## config.mk

```make
export PLATFORM = sky130hd
export DESIGN_NAME = lgpm_mapper
export DESIGN_NICKNAME = d
export VERILOG_FILES = /design/src/inc/lgpm_pkg.sv /design/src/hdl/lgpm_page_reg.sv /design/src/hdl/lgpm_mapper.sv
export VERILOG_INCLUDE_DIRS = /design/src /design/src/inc
export SDC_FILE = /design/constraint.sdc
export NUM_CORES = 1
export LEC_CHECK = 0
export BUFFER_PORTS_ARGS = -buffer_cell sky130_fd_sc_hd__buf_2
export CAP_MARGIN = 20
export CORE_MARGIN = 4
export CORE_UTILIZATION = 53
export CTS_CLUSTER_SIZE = 40
export DETAILED_ROUTE_END_ITERATION = 10
export GPL_ROUTABILITY_DRIVEN = 0
export PLACE_DENSITY = 0.89
export SKIP_CTS_REPAIR_TIMING = 1
export SLEW_MARGIN = 5
export SYNTH_ARGS = -nofsm -noshare
export SYNTH_HDL_FRONTEND = slang
export SYNTH_SLANG_ARGS = --single-unit
export TNS_END_PERCENT = 30
```

## constraint.sdc

```tcl
create_clock -name clk -period 3.5 [get_ports clk]
set_input_delay 0.525 -clock clk [delete_from_list [all_inputs] [get_ports clk]]
set_output_delay 0.525 -clock clk [all_outputs]
set_load 0.02 [all_outputs]
```

## src/inc/lgpm_cfg.svh

```systemverilog
// Offsets, fixed pages, reset values and window bounds of the page mapper
`ifndef LGPM_CFG_SVH
`define LGPM_CFG_SVH

// ****************************************
// Register offsets in the register space
// ****************************************
`define LGPM_GLB_PAGE_OFS 11'h010
`define LGPM_PRG_PAGE_OFS 11'h015
`define LGPM_RAM_PAGE_OFS 11'h016
`define LGPM_DFL_PAGE_OFS 11'h017
`define LGPM_DBG_PAGE_OFS 11'h01F

// ****************************************
// Reset values
// ****************************************
`define LGPM_RAM_PAGE_RST 8'hFD
`define LGPM_PRG_PAGE_RST 8'hFE
`define LGPM_DFL_PAGE_RST 8'h00
`define LGPM_GLB_PAGE_RST 7'h00
`define LGPM_DBG_PAGE_RST 7'h00

// ****************************************
// Local windows and fixed pages
// ****************************************
`define LGPM_REG_TOP 16'h07FF
`define LGPM_DFL_WIN_LO 16'h0800
`define LGPM_DFL_WIN_HI 16'h0BFF
`define LGPM_DFL_FIX_HI 16'h0FFF
`define LGPM_RAM_WIN_LO 16'h1000
`define LGPM_RAM_WIN_HI 16'h1FFF
`define LGPM_RAM_FIXA_HI 16'h2FFF
`define LGPM_RAM_FIXB_HI 16'h3FFF
`define LGPM_PRG_FIXA_HI 16'h7FFF
`define LGPM_PRG_WIN_HI 16'hBFFF
`define LGPM_DBG_ALT_LO 16'hBF00
`define LGPM_DBG_WIN_LO 16'hFF00
`define LGPM_DFL_FIX_PAGE 8'hFF
`define LGPM_RAM_FIXA_PAGE 8'hFE
`define LGPM_RAM_FIXB_PAGE 8'hFF
`define LGPM_PRG_FIXA_PAGE 8'hFD
`define LGPM_PRG_FIX_PAGE 8'hFF

// ****************************************
// Global map layout
// ****************************************
`define LGPM_REG_GLB_TOP 23'h0007FF
`define LGPM_RAM_GLB_TOP 23'h0FFFFF
`define LGPM_DFL_GLB_TOP 23'h13FFFF
`define LGPM_DFL_GLB_TAG 5'h04
`define LGPM_PRG_GLB_LO 23'h400000
`define LGPM_STRAP_WAIT 3'h5

`endif

```

## src/inc/lgpm_pkg.sv

```systemverilog
// Types shared by the page mapper files
package lgpm_pkg;

  // One-hot target selection on the memory side
  typedef enum logic [5:0] {
    LGPM_TGT_NONE = 6'h01,
    LGPM_TGT_REGS = 6'h02,
    LGPM_TGT_RAM = 6'h04,
    LGPM_TGT_DFL = 6'h08,
    LGPM_TGT_PRG = 6'h10,
    LGPM_TGT_DBG = 6'h20
  } lgpm_tgt_t;

endpackage : lgpm_pkg

```

## src/hdl/lgpm_page_reg.sv

```systemverilog
// One page index register with its own reset value
`timescale 1ns/1ns
`default_nettype none

module lgpm_page_reg #(
  parameter int W = 8,
  parameter logic [W-1:0] RST = '0
) (
  input wire logic clk, // System clock
  input wire logic nrst, // Asynchronous reset, active low
  input wire logic wrEn, // Write strobe
  input wire logic [W-1:0] wrData, // Value to store
  output logic [W-1:0] pageQ // Current page value
);

  always_ff @(posedge clk or negedge nrst) begin
    if (!nrst) begin
      pageQ <= RST;
    end else if (wrEn) begin
      pageQ <= wrData;
    end
  end

endmodule : lgpm_page_reg

`default_nettype wire

```

## src/hdl/lgpm_mapper.sv

```systemverilog
// Local to global page mapper for core and debug masters
`timescale 1ns/1ns
`default_nettype none
`include "lgpm_cfg.svh"

module lgpm_mapper (
  input wire logic clk, // System clock, 10 MHz
  input wire logic nrst, // Asynchronous reset, active low
  input wire logic cpuValid, // Core access request
  input wire logic cpuWrite, // Core access is a write
  input wire logic [15:0] cpuAddr, // Core local address
  input wire logic [7:0] cpuWdata, // Core write data
  input wire logic cpuGlobal, // Core executes a global instruction
  input wire logic cpuFirmware, // Core executes a debug firmware command
  input wire logic debugSpaceReadCycle, // Dedicated debug space read cycle
  input wire logic debugSpaceWriteCycle, // Dedicated debug space write cycle
  input wire logic callPageWr, // Call/return special program page write
  input wire logic [7:0] callPageData, // Page value from call/return
  input wire logic dbgValid, // Debug unit hardware command access
  input wire logic dbgWrite, // Debug access is a write
  input wire logic [15:0] dbgAddr, // Debug unit local address
  input wire logic [7:0] dbgWdata, // Debug write data
  input wire logic dbgGlobal, // Hardware word or byte command, global form
  input wire logic debugEnter, // Enter active debug
  input wire logic debugExit, // Leave active debug
  input wire logic specialModePin, // Special single-chip strap pin
  output logic accValid_r, // Target access valid
  output logic accWrite_r, // Target access is a write
  output logic [22:0] glbAddr_r, // Global address
  output logic [7:0] accWdata_r, // Target write data
  output lgpm_pkg::lgpm_tgt_t accTarget_r, // Selected target
  output logic accFromDbg_r, // Access belongs to the debug unit
  output logic [7:0] regRdata_r, // Page register read data
  output logic regRvalid_r, // Page register read data valid
  output logic [7:0] programPage_r, // Program page for call stacking
  output logic activeDebug_r, // Active debug mode
  output logic extBusEn_r // External bus enable, never set
);
  import lgpm_pkg::*;

  // ****************************************
  // Page registers
  // ****************************************
  logic [7:0] ramPageIndex;
  logic [7:0] dataFlashPageIndex;
  logic [7:0] programPageIndex;
  logic [6:0] globalPageIndex;
  logic [6:0] debugGlobalPageIndex;
  logic ramWr;
  logic dflWr;
  logic prgWr;
  logic glbWr;
  logic dbgpWr;
  logic [7:0] prgWrData;
  logic [7:0] selWdata;

  lgpm_page_reg #(.W(8), .RST(`LGPM_RAM_PAGE_RST)) uRamPage (
    .clk(clk),
    .nrst(nrst),
    .wrEn(ramWr),
    .wrData(selWdata),
    .pageQ(ramPageIndex)
  );

  lgpm_page_reg #(.W(8), .RST(`LGPM_DFL_PAGE_RST)) uDflPage (
    .clk(clk),
    .nrst(nrst),
    .wrEn(dflWr),
    .wrData(selWdata),
    .pageQ(dataFlashPageIndex)
  );

  lgpm_page_reg #(.W(8), .RST(`LGPM_PRG_PAGE_RST)) uPrgPage (
    .clk(clk),
    .nrst(nrst),
    .wrEn(prgWr),
    .wrData(prgWrData),
    .pageQ(programPageIndex)
  );

  lgpm_page_reg #(.W(7), .RST(`LGPM_GLB_PAGE_RST)) uGlbPage (
    .clk(clk),
    .nrst(nrst),
    .wrEn(glbWr),
    .wrData(selWdata[6:0]),
    .pageQ(globalPageIndex)
  );

  lgpm_page_reg #(.W(7), .RST(`LGPM_DBG_PAGE_RST)) uDbgPage (
    .clk(clk),
    .nrst(nrst),
    .wrEn(dbgpWr),
    .wrData(selWdata[6:0]),
    .pageQ(debugGlobalPageIndex)
  );

  // ****************************************
  // Master selection
  // ****************************************
  // Core wins; a debug request in a core cycle is dropped, and nothing stalls the debug unit
  logic selValid;
  logic selDbg;
  logic selWrite;
  logic [15:0] selAddr;
  logic selGlobal;
  logic [6:0] selGlbPage;

  always_comb begin
    selDbg = !cpuValid && dbgValid;
    selValid = cpuValid || dbgValid;
    selWrite = selDbg ? dbgWrite : cpuWrite;
    selAddr = selDbg ? dbgAddr : cpuAddr;
    selWdata = selDbg ? dbgWdata : cpuWdata;
    if (selDbg) begin
      selGlobal = dbgGlobal;
      selGlbPage = debugGlobalPageIndex;
    end else if (cpuFirmware) begin
      selGlobal = cpuGlobal;
      selGlbPage = debugGlobalPageIndex;
    end else begin
      selGlobal = cpuGlobal;
      selGlbPage = globalPageIndex;
    end
  end

  // ****************************************
  // Local map expansion
  // ****************************************
  // Same expansion for both masters
  function automatic logic [22:0] expandLocal(
    input logic [15:0] a,
    input logic [7:0] rp,
    input logic [7:0] ep,
    input logic [7:0] pp
  );
    logic [22:0] g;
    g = '0;
    if (a <= `LGPM_REG_TOP) begin
      g = {7'h00, a};
    end else if (a <= `LGPM_DFL_WIN_HI) begin
      g = {`LGPM_DFL_GLB_TAG, ep, a[9:0]};
    end else if (a <= `LGPM_DFL_FIX_HI) begin
      g = {`LGPM_DFL_GLB_TAG, `LGPM_DFL_FIX_PAGE, a[9:0]};
    end else if (a <= `LGPM_RAM_WIN_HI) begin
      g = {3'h0, rp, a[11:0]};
    end else if (a <= `LGPM_RAM_FIXA_HI) begin
      g = {3'h0, `LGPM_RAM_FIXA_PAGE, a[11:0]};
    end else if (a <= `LGPM_RAM_FIXB_HI) begin
      g = {3'h0, `LGPM_RAM_FIXB_PAGE, a[11:0]};
    end else if (a <= `LGPM_PRG_FIXA_HI) begin
      g = {1'b1, `LGPM_PRG_FIXA_PAGE, a[13:0]};
    end else if (a <= `LGPM_PRG_WIN_HI) begin
      g = {1'b1, pp, a[13:0]};
    end else begin
      g = {1'b1, `LGPM_PRG_FIX_PAGE, a[13:0]};
    end
    return g;
  endfunction : expandLocal

  logic [22:0] mapAddr;
  logic inDbgWin;
  logic dbgCycle;
  lgpm_tgt_t mapTgt;

  always_comb begin
    // Page registers read directly, no wait
    if (selGlobal) begin
      mapAddr = {selGlbPage, selAddr};
    end else begin
      mapAddr = expandLocal(selAddr, ramPageIndex, dataFlashPageIndex, programPageIndex);
    end
    // Alternate window with program page 0xFF
    inDbgWin = activeDebug_r && !selGlobal &&
      ((selAddr >= `LGPM_DBG_WIN_LO) ||
       (selAddr >= `LGPM_DBG_ALT_LO && selAddr <= `LGPM_PRG_WIN_HI &&
        programPageIndex == `LGPM_PRG_FIX_PAGE));
    dbgCycle = !selDbg && (debugSpaceReadCycle || debugSpaceWriteCycle);
    // Debug space only in its own cycles
    if (inDbgWin) begin
      mapTgt = dbgCycle ? LGPM_TGT_DBG : LGPM_TGT_NONE;
    end else if (mapAddr <= `LGPM_REG_GLB_TOP) begin
      mapTgt = LGPM_TGT_REGS;
    end else if (mapAddr <= `LGPM_RAM_GLB_TOP) begin
      mapTgt = LGPM_TGT_RAM;
    end else if (mapAddr <= `LGPM_DFL_GLB_TOP) begin
      mapTgt = LGPM_TGT_DFL;
    end else if (mapAddr >= `LGPM_PRG_GLB_LO) begin
      mapTgt = LGPM_TGT_PRG;
    end else begin
      mapTgt = LGPM_TGT_NONE;
    end
  end

  // ****************************************
  // Register space decode
  // ****************************************
  logic regHit;
  logic regWr;
  logic [7:0] regRd;

  always_comb begin
    regHit = selValid && mapTgt == LGPM_TGT_REGS;
    regWr = regHit && selWrite;
    ramWr = regWr && mapAddr[10:0] == `LGPM_RAM_PAGE_OFS;
    dflWr = regWr && mapAddr[10:0] == `LGPM_DFL_PAGE_OFS;
    glbWr = regWr && mapAddr[10:0] == `LGPM_GLB_PAGE_OFS;
    dbgpWr = regWr && mapAddr[10:0] == `LGPM_DBG_PAGE_OFS;
    // Call/return path takes precedence over a memory write
    prgWr = callPageWr || (regWr && mapAddr[10:0] == `LGPM_PRG_PAGE_OFS);
    prgWrData = callPageWr ? callPageData : selWdata;
    unique case (mapAddr[10:0])
      `LGPM_RAM_PAGE_OFS: regRd = ramPageIndex;
      `LGPM_DFL_PAGE_OFS: regRd = dataFlashPageIndex;
      `LGPM_PRG_PAGE_OFS: regRd = programPageIndex;
      `LGPM_GLB_PAGE_OFS: regRd = {1'b0, globalPageIndex};
      `LGPM_DBG_PAGE_OFS: regRd = {1'b0, debugGlobalPageIndex};
      default: regRd = 8'h00;
    endcase
  end

  // ****************************************
  // Target side outputs
  // ****************************************
  always_ff @(posedge clk or negedge nrst) begin
    if (!nrst) begin
      accValid_r <= 1'b0;
      accWrite_r <= 1'b0;
      glbAddr_r <= 23'h000000;
      accWdata_r <= 8'h00;
      accTarget_r <= LGPM_TGT_NONE;
      accFromDbg_r <= 1'b0;
    end else begin
      accValid_r <= selValid;
      accWrite_r <= selValid && selWrite;
      glbAddr_r <= mapAddr;
      accWdata_r <= selWdata;
      accTarget_r <= selValid ? mapTgt : LGPM_TGT_NONE;
      accFromDbg_r <= selDbg;
    end
  end

  always_ff @(posedge clk or negedge nrst) begin
    if (!nrst) begin
      regRdata_r <= 8'h00;
      regRvalid_r <= 1'b0;
      programPage_r <= `LGPM_PRG_PAGE_RST;
    end else begin
      regRdata_r <= regHit && !selWrite ? regRd : 8'h00;
      regRvalid_r <= regHit && !selWrite;
      programPage_r <= prgWr ? prgWrData : programPageIndex;
    end
  end

  // Single-chip only, external bus held off
  always_ff @(posedge clk or negedge nrst) begin
    if (!nrst) begin
      extBusEn_r <= 1'b0;
    end else begin
      extBusEn_r <= 1'b0;
    end
  end

  // ****************************************
  // Operating mode
  // ****************************************
  // Strap passes three stages; a level counts once stages two and three agree
  logic [2:0] strapSync_r;
  logic strapStable_r;
  // Load waits until the filtered strap has passed all three stages and settled
  logic [2:0] startCnt_r;

  always_ff @(posedge clk or negedge nrst) begin
    if (!nrst) begin
      strapSync_r <= 3'h0;
      strapStable_r <= 1'b0;
    end else begin
      strapSync_r <= {strapSync_r[1:0], specialModePin};
      if (strapSync_r[1] == strapSync_r[2]) begin
        strapStable_r <= strapSync_r[2];
      end
    end
  end

  always_ff @(posedge clk or negedge nrst) begin
    if (!nrst) begin
      startCnt_r <= 3'h0;
    end else if (startCnt_r != `LGPM_STRAP_WAIT) begin
      startCnt_r <= startCnt_r + 3'h1;
    end
  end

  // Special mode starts in active debug
  always_ff @(posedge clk or negedge nrst) begin
    if (!nrst) begin
      activeDebug_r <= 1'b0;
    end else if (startCnt_r == `LGPM_STRAP_WAIT - 3'h1) begin
      activeDebug_r <= strapStable_r;
    end else if (debugEnter) begin
      activeDebug_r <= 1'b1;
    end else if (debugExit) begin
      activeDebug_r <= 1'b0;
    end
  end

endmodule : lgpm_mapper

`default_nettype wire

```

# Word-level counts from Yosys, hierarchy flattened
# Index checks and enable logic that the tools add are counted.
[totals]
mem_count = 0
ramBits = 0
in_bits = 71
latch_bits = 0
elab_cells = 95
reg_bits = 95
output_inout_bits = 59
mem_bits_ro = 0
[classes]
add_sub_neg = 1
bitwise_logic = 0
eq_ne = 10
div_mod_pow = 0
reduce_logical = 24
n_mul = 0
mux = 29
magnitude_cmp = 14
shifts = 0
[op_table]
columns = ["op", "count"]
rows = [
  ["two-way mux 23 bit", 7],
  ["equality test 11 x 5 -> 1 bit (second input constant)", 5],
  ["two-way mux 22 bit", 2],
  ["one-hot mux 8 bit (5 select lines)", 1],
  [">= comparator 16 bit (second input constant)", 2],
  ["<= comparator 16 x 12 -> 1 bit (second input constant)", 2],
  ["<= comparator 16 x 14 -> 1 bit (second input constant)", 2],
  ["two-way mux 8 bit", 4],
  [">= comparator 23 bit (second input constant)", 1],
  ["<= comparator 23 x 11 -> 1 bit (second input constant)", 1],
  ["<= comparator 23 x 20 -> 1 bit (second input constant)", 1],
  ["<= comparator 23 x 21 -> 1 bit (second input constant)", 1],
  ["two-way mux 5 bit", 4],
  ["two-way mux 6 bit", 3],
  ["<= comparator 16 x 11 -> 1 bit (second input constant)", 1],
  ["<= comparator 16 x 13 -> 1 bit (second input constant)", 1],
  ["<= comparator 16 x 15 -> 1 bit (second input constant)", 1],
  ["<= comparator 16 bit (second input constant)", 1],
  ["two-way mux 16 bit", 1],
  ["logical AND 1 bit", 15],
  ["two-way mux 7 bit", 2],
  ["equality test 8 bit (second input constant)", 1],
  ["equality test 6 x 2 -> 1 bit (second input constant)", 1],
  ["two-way mux 1 bit", 5],
  ["7 further kinds", 13],
]

# Logic depth before layout (Yosys ltp)
[depth]
word_depth = 25
ltp_mapped = 13
depth_no_buf = 9

# Hierarchy
# From an unflattened synthesis, not the netlist that was laid out.
[unflattened]
hier_cells = 470
area_unflattened_um2 = 5205.0
[by_module_without_submodules]
columns = ["module", "cells_each", "area_each_um2", "seq_area_each_um2", "n_inst"]
rows = [
  ["lgpm_mapper", 389, 3609.7, 1636.6, 1],
  ["lgpm_page_reg at uPrgPage ...", 17, 340.3, 209.0, 2],
  ["lgpm_page_reg at uDbgPage ...", 15, 291.5, 175.2, 2],
  ["lgpm_page_reg at uDflPage", 17, 331.6, 200.2, 1],
]

# Least setup slack after synthesis
# OpenSTA, ideal clock, no wires.
[synth_timing]
path_kind = "input-to-reg"
startpoint = "input port dbgAddr[15]"
endpoint = "register uGlbPage.pageQ[0]"
path_slack_ps = 195
cell_stages = 11
required_time_ps = 3375
t_arrival_ps = 3180
path_cell_list = "or4b_1 > o31a_1 > buf_6 > nor3_4 > mux2_4 > nor3_2 > and4_1 > clkbuf_2 > and4bb_1 > buf_2 > mux2_2"
[synth_via]
elab_cells_between_ends = 38
cone_classes = "order compare: 14; eq/ne: 2; mux: 15; reduce/logical: 7"
[synth_rtl]
columns = ["element", "line", "source"]
rows = [
  ["start: declaration", "lgpm_mapper.sv:21", "input wire logic [15:0] dbgAddr,"],
  ["two-way mux 16 bit *", "lgpm_mapper.sv:112", "selAddr = selDbg ? dbgAddr : cpuAddr;"],
  ["<= comparator 16 x 15 -> 1 bit (no source line)", "-", ""],
  ["two-way mux 22 bit", "lgpm_mapper.sv:150", "end else if (a <= `LGPM_PRG_FIXA_HI) begin"],
  ["two-way mux 23 bit", "lgpm_mapper.sv:148", "end else if (a <= `LGPM_RAM_FIXB_HI) begin"],
  ["two-way mux 23 bit", "lgpm_mapper.sv:146", "end else if (a <= `LGPM_RAM_FIXA_HI) begin"],
  ["two-way mux 23 bit", "lgpm_mapper.sv:144", "end else if (a <= `LGPM_RAM_WIN_HI) begin"],
  ["two-way mux 23 bit", "lgpm_mapper.sv:142", "end else if (a <= `LGPM_DFL_FIX_HI) begin"],
  ["two-way mux 23 bit", "lgpm_mapper.sv:140", "end else if (a <= `LGPM_DFL_WIN_HI) begin"],
  ["(+2 left out)", "-", ""],
  ["via mapAddr[10]", "lgpm_mapper.sv:160", "logic [22:0] mapAddr;"],
  ["(+2 left out)", "-", ""],
  ["two-way mux 5 bit", "lgpm_mapper.sv:185", "end else if (mapAddr <= `LGPM_DFL_GLB_TOP) begin"],
  ["two-way mux 5 bit", "lgpm_mapper.sv:183", "end else if (mapAddr <= `LGPM_RAM_GLB_TOP) begin"],
  ["two-way mux 5 bit", "lgpm_mapper.sv:181", "end else if (mapAddr <= `LGPM_REG_GLB_TOP) begin"],
  ["two-way mux 6 bit", "lgpm_mapper.sv:179", "if (inDbgWin) begin"],
  ["equality test 6 x 2 -> 1 bit", "lgpm_mapper.sv:202", "regHit = selValid && mapTgt == LGPM_TGT_REGS;"],
  ["logical AND 1 bit", "lgpm_mapper.sv:202", ""],
  ["logical AND 1 bit", "lgpm_mapper.sv:203", "regWr = regHit && selWrite;"],
  ["logical AND 1 bit (no source line) *", "-", ""],
  ["end signal: assignment", "lgpm_page_reg.sv:20", "pageQ <= wrData;"],
  ["end: declaration", "lgpm_page_reg.sv:13", "output logic [W-1:0] pageQ"],
]
# The timed path passes the listed nets; every way through them passes the cells marked *.
# A chain may end at the register's enable or synchronous reset.

# Final worst setup path
[layout_timing]
startpoint = "input port cpuValid"
endpoint = "register uDflPage.pageQ[7]"
[layout_via]
elab_chain_cells = 23
elab_cells_between_ends = 50
cone_classes = "order compare: 14; eq/ne: 2; mux: 20; reduce/logical: 14"
[layout_rtl]
columns = ["element", "line", "source"]
rows = [
  ["start: declaration", "lgpm_mapper.sv:9", "input wire logic cpuValid,"],
  ["logical NOT 1 bit", "lgpm_mapper.sv:109", "selDbg = !cpuValid && dbgValid;"],
  ["logical AND 1 bit", "lgpm_mapper.sv:109", ""],
  ["two-way mux 16 bit", "lgpm_mapper.sv:112", ""],
  ["<= comparator 16 bit (no source line)", "-", ""],
  ["two-way mux 22 bit", "lgpm_mapper.sv:152", "end else if (a <= `LGPM_PRG_WIN_HI) begin"],
  ["two-way mux 22 bit", "lgpm_mapper.sv:150", ""],
  ["two-way mux 23 bit", "lgpm_mapper.sv:148", ""],
  ["two-way mux 23 bit", "lgpm_mapper.sv:146", ""],
  ["(+7 left out)", "-", ""],
  ["two-way mux 5 bit", "lgpm_mapper.sv:185", ""],
  ["two-way mux 5 bit", "lgpm_mapper.sv:183", ""],
  ["two-way mux 5 bit", "lgpm_mapper.sv:181", ""],
  ["two-way mux 6 bit", "lgpm_mapper.sv:179", ""],
  ["equality test 6 x 2 -> 1 bit", "lgpm_mapper.sv:202", ""],
  ["logical AND 1 bit", "lgpm_mapper.sv:202", ""],
  ["logical AND 1 bit", "lgpm_mapper.sv:203", ""],
  ["logical AND 1 bit (no source line)", "-", ""],
  ["end signal: assignment", "lgpm_page_reg.sv:20", ""],
  ["end: declaration", "lgpm_page_reg.sv:13", ""],
]
# Several ways; a longest one is shown, not always the timed one.

==> reports/summary.txt <==
Pwr per Cell Area: 417 nW/µm²
First-pass GRT wire length: 22,300 µm
Synthesized Nets: 496
Net switching power: 0.684 mW
Gr ovfl total: 0
Die width: 102 µm
Initial antenna violation count: 0
Max Slew Vio Count: 0
Sequential area share after synthesis: 51.0%
CP arrival: 3640 ps
RSZ-0062 raised after global routing: false
Final setup violation count: 0
Worst min path class: input pin to asynchronous set/reset pin
Synth Register Bits: 95
Vias: 4,373
YS warnings: 0
Crit path max fanout: 16
Dpl hpwl: 10,500 µm
WP data required: 3750 ps
Status: completed
FMAX: 295 MHz
Worst Tran Pin Value: 816 ps
Routed WL: 14,200 µm
Core area: 8680 µm²
DRC Markers: 0
Slew margin rel.: 45.3%
Ports: 130
Maximum vdd drop: 0.231 mV
Post-synthesis cell area: 4700 µm²
Post-DP Area: 5660 µm²
Die Area: 10,400 µm²
Maxcap violations: 0
Row cnt: 34
Post-layout util: 68.3%
Root buffer cell: clkbuf_8
Setup CP Type: input pin to flip-flop
Power share of the clock group: 35.0%
Largest net degree at the start of global routing: 93
Total CTS buffers: 9
Final period utilization: 96.8%
Port bufs: 128
# nets final: 653
Layout cells sized above 1: 40.2%
Crit path time final: 3390 ps
Fillers: 633
Setup TNS: 0 ps
Vias in the first global route: 4,445
Critical Path Start: cpuValid
Worst-path clk slew: 90 ps
Dominant synthesized flop cell: dfrtp_1
Vert. Die Dim: 102 µm
Sequential Power Share: 47.8%
P&R area growth vs syn: 26.2%
Post-synth ARST share: 100%
Post-synth top area cell: dfrtp_1
Most common library cells after synthesis: dfrtp_1, nand2_1, mux2i_1
Routed Antenna Nets: 0
CTS Buffer Depth: 2
Vias per cell: 6.31
Clock Latency Late Sink: 370 ps
1st-iter DRT viols: 535
Starting Density: 54.1%
Count leader, synth: dfrtp_1
Crit. End Element: flip-flop
Pint: 1.79 mW
Switching share of total power: 27.7%
Worst reg2reg path startpoint: uDflPage.pageQ[5]
Post-synth EDFFs: 0
Total iterations of the first detailed-routing run: 7
Logic gate share of total power: 17.2%
Clock Skew: 12.9 ps
Final Hold Fails: 0
Post-Syn Area per Cell: 11.1 µm²
Critical Path Start Type: input pin
Final Cell Area: 5930 µm²
H-tree Lvls: 3
Top-area cell type share of the netlist area: 42.6%
CTS Sinks: 95
WL per Instance: 20.4 µm
R2r worst-path depth: 8
Synth top area cells: dfrtp_1, dfstp_2, nand2_1, mux2_2, mux2i_1
P_leak: 2.96 nW
Synth Instances: 422
Distinct cells, synth: 73
CTS tree: yes
GRT Util Overall: 28.0%
==> worst max-delay path, stage by stage <==
cell and delay, ps:
buf_2 150, nand2b_4 190, inv_2 280, mux2_2 410, o21ai_1 150, a221oi_1 130
nor4_2 570, nand4b_4 190, nor4bb_1 450, buf_4 250, mux2_2 340
==> cell usage in the layout (no fill, tap or decap), drive strengths merged, types with 3 or more instances in the layout <==
cell    Yosys  routed
o31ai       3       3
or2         3       3
nand4       7       7
o21a        3       3
nand2      68      68
nand2b      3       3
a222oi      8       8
a22oi       7       7
dfstp      15      15
nand3       4       4
buf        11     163
mux2i      23      23
inv        14      15
bufinv      0       3
mux2       36      36
o21ai      17      17
o22a        3       3
nor3        9       9
nor2       18      18
o22ai       5       5
or4b        3       3
clkbuf      6      11
ha          3       3
a21oi      18      18
dfrtp      80      80
a211oi      6       6
nor4        8       8
or3         3       3
nand3b      3       3
==> through the flow <==
step,instances,worst slack (ps),total power [mW],hold WS (ps)
finish,693,112,2.47,86.3
global route,692,15.7,2.56,119
CTS,691,238,2.47,249
floorplan,422,195,1.42,229
detailed placement,675,-94.8,1.61,337
global placement,675,52.7,1.60,335
==> path summary, 6_finish.rpt <==
check | endpoint | slack (ps)
max | uDflPage.pageQ[7] | 110
min | accWdata_r[3] | 90
max reg2reg | uDflPage.pageQ[7] | 610
min reg2reg | strapSync_r[1] | 360
max in group asynchronous | uRamPage.pageQ[7] | 2570
min in group clk | strapSync_r[0] | 260
==> per-layer routing <==
layer	global-route usage [%]	up-vias	share of wire, %
met4	18.4	0	6.7
met1	33.3	2064	35
met2	45.3	328	47
met3	6.96	110	10
li1	-	1871	-
met5	0	-	0
==> flip-flops by register name (all words and copies together), names as in the netlist <==
register,flops
glbAddr_r,23
accWdata_r,8
programPage_r,8
regRdata_r,8
uDflPage.pageQ,8
uRamPage.pageQ,8
uDbgPage.pageQ,7
uGlbPage.pageQ,7
accTarget_r,6
startCnt_r,3
strapSync_r,3
accFromDbg_r,1
accValid_r,1
accWrite_r,1
activeDebug_r,1
regRvalid_r,1
strapStable_r,1
==> power by group through the flow <==
stage	combinational, mW	clock, mW	sequential (mW)
detailed placement	0.412	0	1.20
global route	0.456	0.918	1.19
floorplan	0.160	0	1.26
global placement	0.400	0	1.20
finish	0.425	0.865	1.18
CTS	0.415	0.878	1.18
==> cell type report <==
type | instances | area [µm²] | share of cell area [%]
Sequential cell | 95 | 2400 | 40.4
Multi-Input combinational cell | 296 | 2150 | 36.3
Timing Repair Buffer | 163 | 951 | 16.0
Tap cell | 108 | 135 | 2.28
Clock buffer | 11 | 131 | 2.22
Clock inverter | 5 | 106 | 1.79
Inverter | 14 | 52.6 | 0.886
Antenna cell | 1 | 2.50 | 0.0422
==> logic make-up (layout without fill, tap and decap cells) <==
| family | Yosys count | in the layout | share of synthesized area [%] |
|---|---|---|---|
| XOR/XNOR | 2 | 2 | 0.373 |
| multiplexers | 59 | 59 | 13.8 |
| other | 1 | 2 | 0.0799 |
| AO/OA/AOI/OAI | 87 | 87 | 13.1 |
| flip-flops | 95 | 95 | 51.0 |
| adder cells (fa/ha/maj) | 4 | 4 | 1.01 |
| AND/OR/NAND/NOR | 143 | 143 | 17.5 |
| buffers and inverters | 31 | 193 | 3.12 |
Power figures use the tool's default switching activity.
